## config.mk

```make
export PLATFORM = sky130hd
export DESIGN_NAME = hpp_host_port
export DESIGN_NICKNAME = d
export VERILOG_FILES = /design/src/hw/hpp_pkg.sv /design/src/hw/hpp_host_port.sv /design/src/hw/hpp_sync.sv
export VERILOG_INCLUDE_DIRS = /design/src /design/src/hw
export SDC_FILE = /design/constraint.sdc
export NUM_CORES = 2
export LEC_CHECK = 0
export BUFFER_PORTS_ARGS = -buffer_cell sky130_fd_sc_hd__buf_2
export CORE_MARGIN = 2
export CORE_UTILIZATION = 25
export CTS_CLUSTER_SIZE = 25
export DETAILED_ROUTE_END_ITERATION = 12
export PLACE_DENSITY_LB_ADDON = 0.2
export SETUP_SLACK_MARGIN = 0.4
export SLEW_MARGIN = 20
export SYNTH_ARGS = -nofsm -noshare
export SYNTH_HDL_FRONTEND = slang
export SYNTH_SLANG_ARGS = --single-unit
export TNS_END_PERCENT = 20
```

## constraint.sdc

```tcl
create_clock -name i_clk_sys -period 11.2 [get_ports i_clk_sys]
set_input_delay 0.56 -clock i_clk_sys [delete_from_list [all_inputs] [get_ports i_clk_sys]]
set_output_delay 0.56 -clock i_clk_sys [all_outputs]
set_load 0.1 [all_outputs]
```

## src/hw/hpp_map.svh

```systemverilog
// Constants for the host processor port: addresses, field positions, timing counts
`ifndef HPP_MAP_SVH
`define HPP_MAP_SVH
`define HPP_DATA_W        8
`define HPP_ADDR_W        2
`define HPP_ERR_W         8
`define HPP_ADDR_LOC_LO   2'h0
`define HPP_ADDR_LOC_HI   2'h1
`define HPP_ADDR_DATA     2'h2
`define HPP_ADDR_CTRL     2'h3
`define HPP_CTRL_CLR_CLK  0
`define HPP_CTRL_CLR_SYS  1
`define HPP_ACC_TIME_NS   200
`define HPP_CLK_PERIOD_NS 100
`define HPP_ACC_CYCLES    ((`HPP_ACC_TIME_NS + `HPP_CLK_PERIOD_NS - 1) / `HPP_CLK_PERIOD_NS)
`define HPP_LOC_W         16
`define HPP_MEM_DEPTH     256
`endif

```

## src/hw/hpp_pkg.sv

```systemverilog
// Types for the host processor port
package hpp_pkg;
    typedef enum logic {
        HPP_MODE_STROBE_PAIR,
        HPP_MODE_DATA_STROBE
    } hpp_mode_e;
    typedef enum logic [1:0] {
        HPP_IDLE,
        HPP_WAIT,
        HPP_ACK,
        HPP_HOLD
    } hpp_state_e;
    typedef logic [7:0] hpp_byte_t;
endpackage

```

## src/hw/hpp_host_port.sv

```systemverilog
// Host microprocessor port: strobe decode, indirect access, ready handshake, fault ORs
//
// Function
// - Low master reset returns everything except the storage to initial state
// - Address captured under address latch strobe
// - Accesses honoured only while chip select low
// - First strobe: read strobe or data strobe
// - Second strobe: write strobe or direction select
// - One handshake output: ready or transfer acknowledge
// - Handshake only pulled low or released
// - Timing fault is OR of clock-error flags only
// - Any fault is OR of all error flags
// - Eight data bits, two address bits, selectable mode
// - Internal storage reached indirectly via location registers
`timescale 1ns/1ps
`include "hpp_map.svh"
module hpp_host_port
    import hpp_pkg::*;
#(
    parameter int ACC_CYCLES = `HPP_ACC_CYCLES,
    parameter int MEM_DEPTH  = `HPP_MEM_DEPTH
) (
    // Clock and reset
    input  wire logic                      i_clk_sys,
    input  wire logic                      i_resetn,
    // Bus mode strap
    input  wire hpp_pkg::hpp_mode_e        i_mode,
    // Host bus
    input  wire logic [`HPP_ADDR_W-1:0]    i_addr,
    input  wire logic                      i_addr_latch,
    input  wire logic                      i_chip_sel_n,
    input  wire logic                      i_strobe1_n,
    input  wire logic                      i_strobe2_n,
    input  wire logic [`HPP_DATA_W-1:0]    i_data,
    output logic      [`HPP_DATA_W-1:0]    o_data,
    output logic                           o_data_oe,
    output logic                           o_ready_o,
    output logic                           o_ready_oe,
    // Error flag sources
    input  wire logic [`HPP_ERR_W-1:0]     i_clk_err_set,
    input  wire logic [`HPP_ERR_W-1:0]     i_sys_err_set,
    // Fault summaries
    output logic                           o_timing_fault_out,
    output logic                           o_any_fault_out
);
    import hpp_pkg::*;

    localparam int CW = $clog2(ACC_CYCLES + 1);
    localparam int AW = $clog2(MEM_DEPTH);

    // All host pins arrive asynchronously
    logic [`HPP_ADDR_W-1:0] addr_s;
    logic [`HPP_DATA_W-1:0] data_s;
    logic                   ale_s, cs_n_s, st1_n_s, st2_n_s;

    hpp_sync #(.W(`HPP_ADDR_W + `HPP_DATA_W + 4),
               .RST({{(`HPP_ADDR_W + `HPP_DATA_W){1'b0}}, 4'h7})) u_sync (
        .i_clk_sys (i_clk_sys),
        .i_resetn  (i_resetn),
        .i_pin     ({i_addr, i_data, i_addr_latch, i_chip_sel_n, i_strobe1_n, i_strobe2_n}),
        .o_lvl     ({addr_s, data_s, ale_s, cs_n_s, st1_n_s, st2_n_s})
    );

    // Mode strap caught after reset release
    hpp_mode_e mode_q, mode_d;
    logic      mode_done_q, mode_done_d;

    hpp_state_e             st_q, st_d;
    logic [`HPP_ADDR_W-1:0] alat_q, alat_d;
    logic [`HPP_LOC_W-1:0]  loc_q, loc_d;
    logic [CW-1:0]          cnt_q, cnt_d;
    logic                   is_wr_q, is_wr_d;
    logic [`HPP_DATA_W-1:0] rd_q, rd_d;
    logic                   oe_q, oe_d;
    logic                   rdy_oe_q, rdy_oe_d;
    logic [`HPP_ERR_W-1:0]  clk_err_q, clk_err_d, sys_err_q, sys_err_d;
    logic                   tf_q, tf_d, af_q, af_d;
    logic [`HPP_DATA_W-1:0] mem [MEM_DEPTH];
    logic                   mem_we;

    logic req, wr_req;

    always_comb begin
        req    = 1'b0;
        wr_req = 1'b0;
        if (!cs_n_s) begin
            if (mode_q == HPP_MODE_STROBE_PAIR) begin
                req    = !st1_n_s || !st2_n_s;
                wr_req = !st2_n_s;
            end else begin
                req    = !st1_n_s;
                wr_req = !st2_n_s;
            end
        end
    end

    always_comb begin
        mode_d      = mode_q;
        mode_done_d = 1'b1;
        if (!mode_done_q) begin
            mode_d = i_mode;
        end
        alat_d     = alat_q;
        if (ale_s) begin
            alat_d = addr_s;
        end
        st_d     = st_q;
        cnt_d    = cnt_q;
        is_wr_d  = is_wr_q;
        loc_d    = loc_q;
        rd_d     = rd_q;
        oe_d     = oe_q;
        rdy_oe_d = rdy_oe_q;
        mem_we   = 1'b0;
        clk_err_d = clk_err_q | i_clk_err_set;
        sys_err_d = sys_err_q | i_sys_err_set;
        case (st_q)
            HPP_IDLE: begin
                oe_d = 1'b0;
                // Data strobe mode holds acknowledge released between cycles
                rdy_oe_d = 1'b0;
                if (req) begin
                    st_d    = HPP_WAIT;
                    cnt_d   = CW'(ACC_CYCLES);
                    is_wr_d = wr_req;
                    // Strobe-pair ready goes low while the access is pending
                    if (mode_q == HPP_MODE_STROBE_PAIR) begin
                        rdy_oe_d = 1'b1;
                    end
                end
            end
            HPP_WAIT: begin
                if (!req) begin
                    st_d     = HPP_IDLE;
                    rdy_oe_d = 1'b0;
                end else if (cnt_q > CW'(1)) begin
                    cnt_d = cnt_q - CW'(1);
                end else begin
                    st_d = HPP_ACK;
                    if (is_wr_q) begin
                        case (alat_q)
                            `HPP_ADDR_LOC_LO: loc_d[7:0]  = data_s;
                            `HPP_ADDR_LOC_HI: loc_d[15:8] = data_s;
                            `HPP_ADDR_DATA:   mem_we      = 1'b1;
                            default: begin
                                // Clear wins only where no new event arrives
                                if (data_s[`HPP_CTRL_CLR_CLK]) begin
                                    clk_err_d = i_clk_err_set;
                                end
                                if (data_s[`HPP_CTRL_CLR_SYS]) begin
                                    sys_err_d = i_sys_err_set;
                                end
                            end
                        endcase
                    end else begin
                        case (alat_q)
                            `HPP_ADDR_LOC_LO: rd_d = loc_q[7:0];
                            `HPP_ADDR_LOC_HI: rd_d = loc_q[15:8];
                            `HPP_ADDR_DATA:   rd_d = mem[loc_q[AW-1:0]];
                            default:          rd_d = clk_err_q | sys_err_q;
                        endcase
                        oe_d = 1'b1;
                    end
                    // Ready released in strobe-pair; acknowledge pulled in data-strobe
                    rdy_oe_d = (mode_q == HPP_MODE_DATA_STROBE);
                end
            end
            HPP_ACK: begin
                // Host keeps strobe until handshake seen, so wait for its release
                if (!req) begin
                    st_d     = HPP_HOLD;
                    oe_d     = 1'b0;
                    rdy_oe_d = 1'b0;
                    if (is_wr_q && alat_q == `HPP_ADDR_DATA) begin
                        loc_d = loc_q + `HPP_LOC_W'(1);
                    end
                    if (!is_wr_q && alat_q == `HPP_ADDR_DATA) begin
                        loc_d = loc_q + `HPP_LOC_W'(1);
                    end
                end
            end
            HPP_HOLD: begin
                st_d = HPP_IDLE;
            end
            default: begin
                st_d = HPP_IDLE;
            end
        endcase
        tf_d = |clk_err_q;
        af_d = |clk_err_q || |sys_err_q;
    end

    always_ff @(posedge i_clk_sys or negedge i_resetn) begin
        if (!i_resetn) begin
            mode_q      <= HPP_MODE_STROBE_PAIR;
            mode_done_q <= 1'b0;
            alat_q      <= '0;
            st_q        <= HPP_IDLE;
            cnt_q       <= '0;
            is_wr_q     <= 1'b0;
            loc_q       <= '0;
            rd_q        <= '0;
            oe_q        <= 1'b0;
            rdy_oe_q    <= 1'b0;
            clk_err_q   <= '0;
            sys_err_q   <= '0;
            tf_q        <= 1'b0;
            af_q        <= 1'b0;
        end else begin
            mode_q      <= mode_d;
            mode_done_q <= mode_done_d;
            alat_q      <= alat_d;
            st_q        <= st_d;
            cnt_q       <= cnt_d;
            is_wr_q     <= is_wr_d;
            loc_q       <= loc_d;
            rd_q        <= rd_d;
            oe_q        <= oe_d;
            rdy_oe_q    <= rdy_oe_d;
            clk_err_q   <= clk_err_d;
            sys_err_q   <= sys_err_d;
            tf_q        <= tf_d;
            af_q        <= af_d;
        end
    end

    // Storage has no reset; contents are undefined until written
    always_ff @(posedge i_clk_sys) begin
        if (mem_we) begin
            mem[loc_q[AW-1:0]] <= data_s;
        end
    end

    assign o_data             = rd_q;
    assign o_data_oe          = oe_q;
    assign o_ready_o          = 1'b0;
    assign o_ready_oe         = rdy_oe_q;
    assign o_timing_fault_out = tf_q;
    assign o_any_fault_out    = af_q;
endmodule

```

## src/hw/hpp_sync.sv

```systemverilog
// Three-stage synchroniser with agreement filter for pin inputs
`timescale 1ns/1ps
module hpp_sync #(
    parameter int         W     = 1,
    parameter logic [W-1:0] RST = '0
) (
    // Clock and reset
    input  wire logic         i_clk_sys,
    input  wire logic         i_resetn,
    // Pin side
    input  wire logic [W-1:0] i_pin,
    // Filtered level
    output logic      [W-1:0] o_lvl
);
    logic [W-1:0] s1_q, s2_q, s3_q, lvl_q;
    logic [W-1:0] lvl_d;
    always_comb begin
        lvl_d = lvl_q;
        for (int i = 0; i < W; i++) begin
            if (s2_q[i] == s3_q[i]) begin
                lvl_d[i] = s3_q[i];
            end
        end
    end
    always_ff @(posedge i_clk_sys or negedge i_resetn) begin
        if (!i_resetn) begin
            s1_q  <= RST;
            s2_q  <= RST;
            s3_q  <= RST;
            lvl_q <= RST;
        end else begin
            s1_q  <= i_pin;
            s2_q  <= s1_q;
            s3_q  <= s2_q;
            lvl_q <= lvl_d;
        end
    end
    assign o_lvl = lvl_q;
endmodule

```

==> impl_metrics.py <==
metrics = {
    "outcome": {
        "status": "finished clean",
    },
    "critical_path": {
        "cp-start-kind": "flop",
        "crit_arrival_ps": 6160,
        "end_kind": "flop",
        "worst_ep_required_time_ps": 11930,
        "path_class": "flop to flop",
        "worstPathMaxFanout": 60,
    },
    "placement": {
        "dpl.hpwl_microns": 147000,
        "port-buffer-count": 44,
        "gp_congestion": 0.770,
        "place_inst": 8576,
    },
    "die": {
        "coreArea_sq_mm": 0.333,
        "die_area_sq_mm": 0.339,
        "die_height_microns": 583,
        "dieWidth_microns": 583,
        "ios": 46,
        "rows": 212,
        "start_util": 0.251,
    },
    "grt": {
        "overflow": 0,
        "antenna_found_initial": 8,
        "track_usage": 0.141,
        "grt_pass1_vias": 43600,
        "grt_max_degree": 209,
        "grt_pass1_wl_microns": 346000,
    },
    "synthesis": {
        "synth_edf_count": 2048,
        "synthAdderAreaFrac": 0.00242,
        "synth-main-ff-cell": "edfxtp_1",
        "synth_area_sq_mm": 0.0837,
        "synth_seq_cells": 2157,
        "synth_xor_area_frac": 0,
        "yosysWarnings": 0,
        "syn_nets": 4322,
        "synth_top_family_by_area": "multiplexers",
        "synthSimpleGateAreaFrac": 0.0330,
        "ys_seq_area_frac": 0.768,
        "netlist_instances": 4284,
        "synth_area_per_cell_sq_um": 19.5,
        "netlist_top_cells_area": "edfxtp_1 (73%), mux4_2 (9.8%), mux2i_1 (3.3%)",
        "synth_compound_area_frac": 0.0438,
        "async_flop_share": 0.0505,
        "synth.area.mux_share": 0.135,
        "synth_cell_types": 67,
        "yosysTopAreaCellShare": 0.735,
        "post-synth-top-area-cell": "edfxtp_1",
    },
    "sta": {
        "worstMarginPinSlew_ps": 1220,
        "rsz0062_at_grt": "no",
        "finalClockSkew_ps": 47.9,
        "clock.fmax_ghz": 0.184,
        "hold_viol": 0,
        "fin_crit_ps": 5430,
        "setup_violations": 0,
        "tns_ps": 0,
        "whs_ps": 302,
        "slew_viol_final": 0,
        "period_share": 0.485,
        "relSlewSlack": 0.185,
    },
    "drt": {
        "drtAntennaViolNets": 0,
        "drtIter0Drc": 4098,
        "wl_microns": 244000,
        "vias_per_cell": 4.66,
        "post-route-drc-count": 0,
        "vias": 42000,
        "routedWlPerCell_microns": 27.0,
        "drt_first_pass_iters": 5,
    },
    "layout": {
        "fill_cells": 32600,
        "final_cells": 9028,
        "area_delta_synth_final_pct": 15.4,
        "drive_above_1_share": 0.198,
        "nets": 4493,
    },
    "clocking": {
        "numCtsBuffers": 232,
        "cts_tree": "done",
        "clock_tree.root_cell": "clkbuf_16",
        "clockBufferDepth": 4,
        "insertion_delay_ps": 900,
        "cts-resized-gates": 0,
        "cts_max_level": 4,
        "clock-sinks": 2157,
        "clk_pin_slew_ps": 60,
    },
    "pwr": {
        "power_density_mw_per_mm2": 235,
        "power.leakage_nw": 29.1,
        "vdd_drop_max_mv": 0.152,
    },
    "worst_hold_path": {
        "holdCritPathClass": "input port to async pin",
    },
    "flow_run": {
        "maxCapViolCount": 0,
    },
}
[cell families after synthesis]
group	count (synthesis)
buffers and inverters	259
AO/OA/AOI/OAI	553
AND/OR/NAND/NOR	620
other	2
multiplexers	674
adder cells (fa/ha/maj)	19
flip-flops	2157
[power by group]
group | internal, mW | switching [mW]
combinational | 2.03 | 3.93
clock | 4.26 | 3.18
sequential | 9.03 | 0.223
total | 15.3 | 7.34
[synth_stat cells (14+ instances only)]
cell / number
edfxtp_1: 2048
mux4_2: 363
nor2_1: 332
mux2i_1: 273
o22ai_1: 113
nand2_1: 102
o21ai_0: 102
dfrtp_1: 97
clkbuf_1: 84
buf_2: 83
a21oi_1: 80
a22oi_1: 49
nand3_1: 43
mux2_2: 38
a221oi_1: 37
a31oi_1: 36
buf_6: 32
buf_4: 31
nor3_1: 31
nor4_1: 24
a21o_1: 22
nor2b_1: 21
a211oi_1: 17
o22a_1: 17
or3_1: 16
a2111oi_0: 15
a22o_1: 15
maj3_1: 14
[cells in the final DEF, fill, tap and decap left out, types with 44 or more instances in the layout]
master,n
clkbuf_16,235
buf_4,98
nand2_1,98
a21oi_1,80
clkbuf_1,60
mux4_2,363
a22oi_1,49
edfxtp_1,2048
o21ai_0,102
mux2i_1,273
nor2_1,321
dfrtp_1,83
o22ai_1,113
clkinv_1,51
buf_2,44
[worst max-delay path: stages (launching register included)]
cell and delay [ps]:
dfrtp_4 920, buf_4 820, buf_4 930, mux2i_1 310
o22ai_1 110, nor4_1 880, a31oi_1 190, o31ai_1 700
a21oi_1 150
[flip-flops by register name (all words and copies together) (netlist names), 8 cells and up, named ones only]
register	count
loc_q	16
u_sync.s2_q	14
mem	2048
o_data	8
sys_err_q	8
u_sync.s1_q	14
u_sync.o_lvl	14
u_sync.s3_q	14
clk_err_q	8
[layout make-up]
type                    count  area [sq um]  share of cell area
clock buffers             302          6190              0.0641
multi-input cells        1868         18000               0.187
flip-flops and latches   2157         64300               0.666
repair buffers            184          1460              0.0151
well taps                4387          5490              0.0568
inverters                  12          45.0            0.000466
diodes                      2          5.00           0.0000518
clock inverters           116          1040              0.0108
[routing by layer]
layer	wire length [microns]	track usage	vias to the layer above
met4	4900	0.0295	0
li1	-	-	18000
met3	9380	0.0183	301
met5	0	0	-
met1	111000	0.199	22900
met2	118000	0.233	916
[worst paths after layout]
path | startpoint | to | slack (ps) | cells after the start
max | loc_q[0] | o_data[2] | 5770 | 8
min | i_resetn | u_sync.s3_q[13] | 300 | 2
max reg2reg | loc_q[0] | o_data[2] | 5770 | 8
min reg2reg | u_sync.s1_q[9] | u_sync.s2_q[9] | 350 | 0
max in group asynchronous | i_resetn | u_sync.o_lvl[11] | 9660 | 3
min in group i_clk_sys | i_data[5] | u_sync.s1_q[9] | 310 | 2
[metrics by stage]
stage                     instance area [sq um]  power [mW]   util  setup WS [ps]
after floorplan                           83700        13.1      -           6700
final                                     96600        22.7  0.290           5770
after global placement                    88900        15.5  0.267           5920
after global routing                      96600        23.5  0.290           5600
after CTS                                 96600        23.0  0.290           5900
after detailed placement                  89000        15.5  0.267           5960
[what timing repair did]
item	in CTS	in global routing
hold buffers	32	0
setup buffers	0	0
hold endpoints to repair	87	0
(Power assumes the default switching activity.)
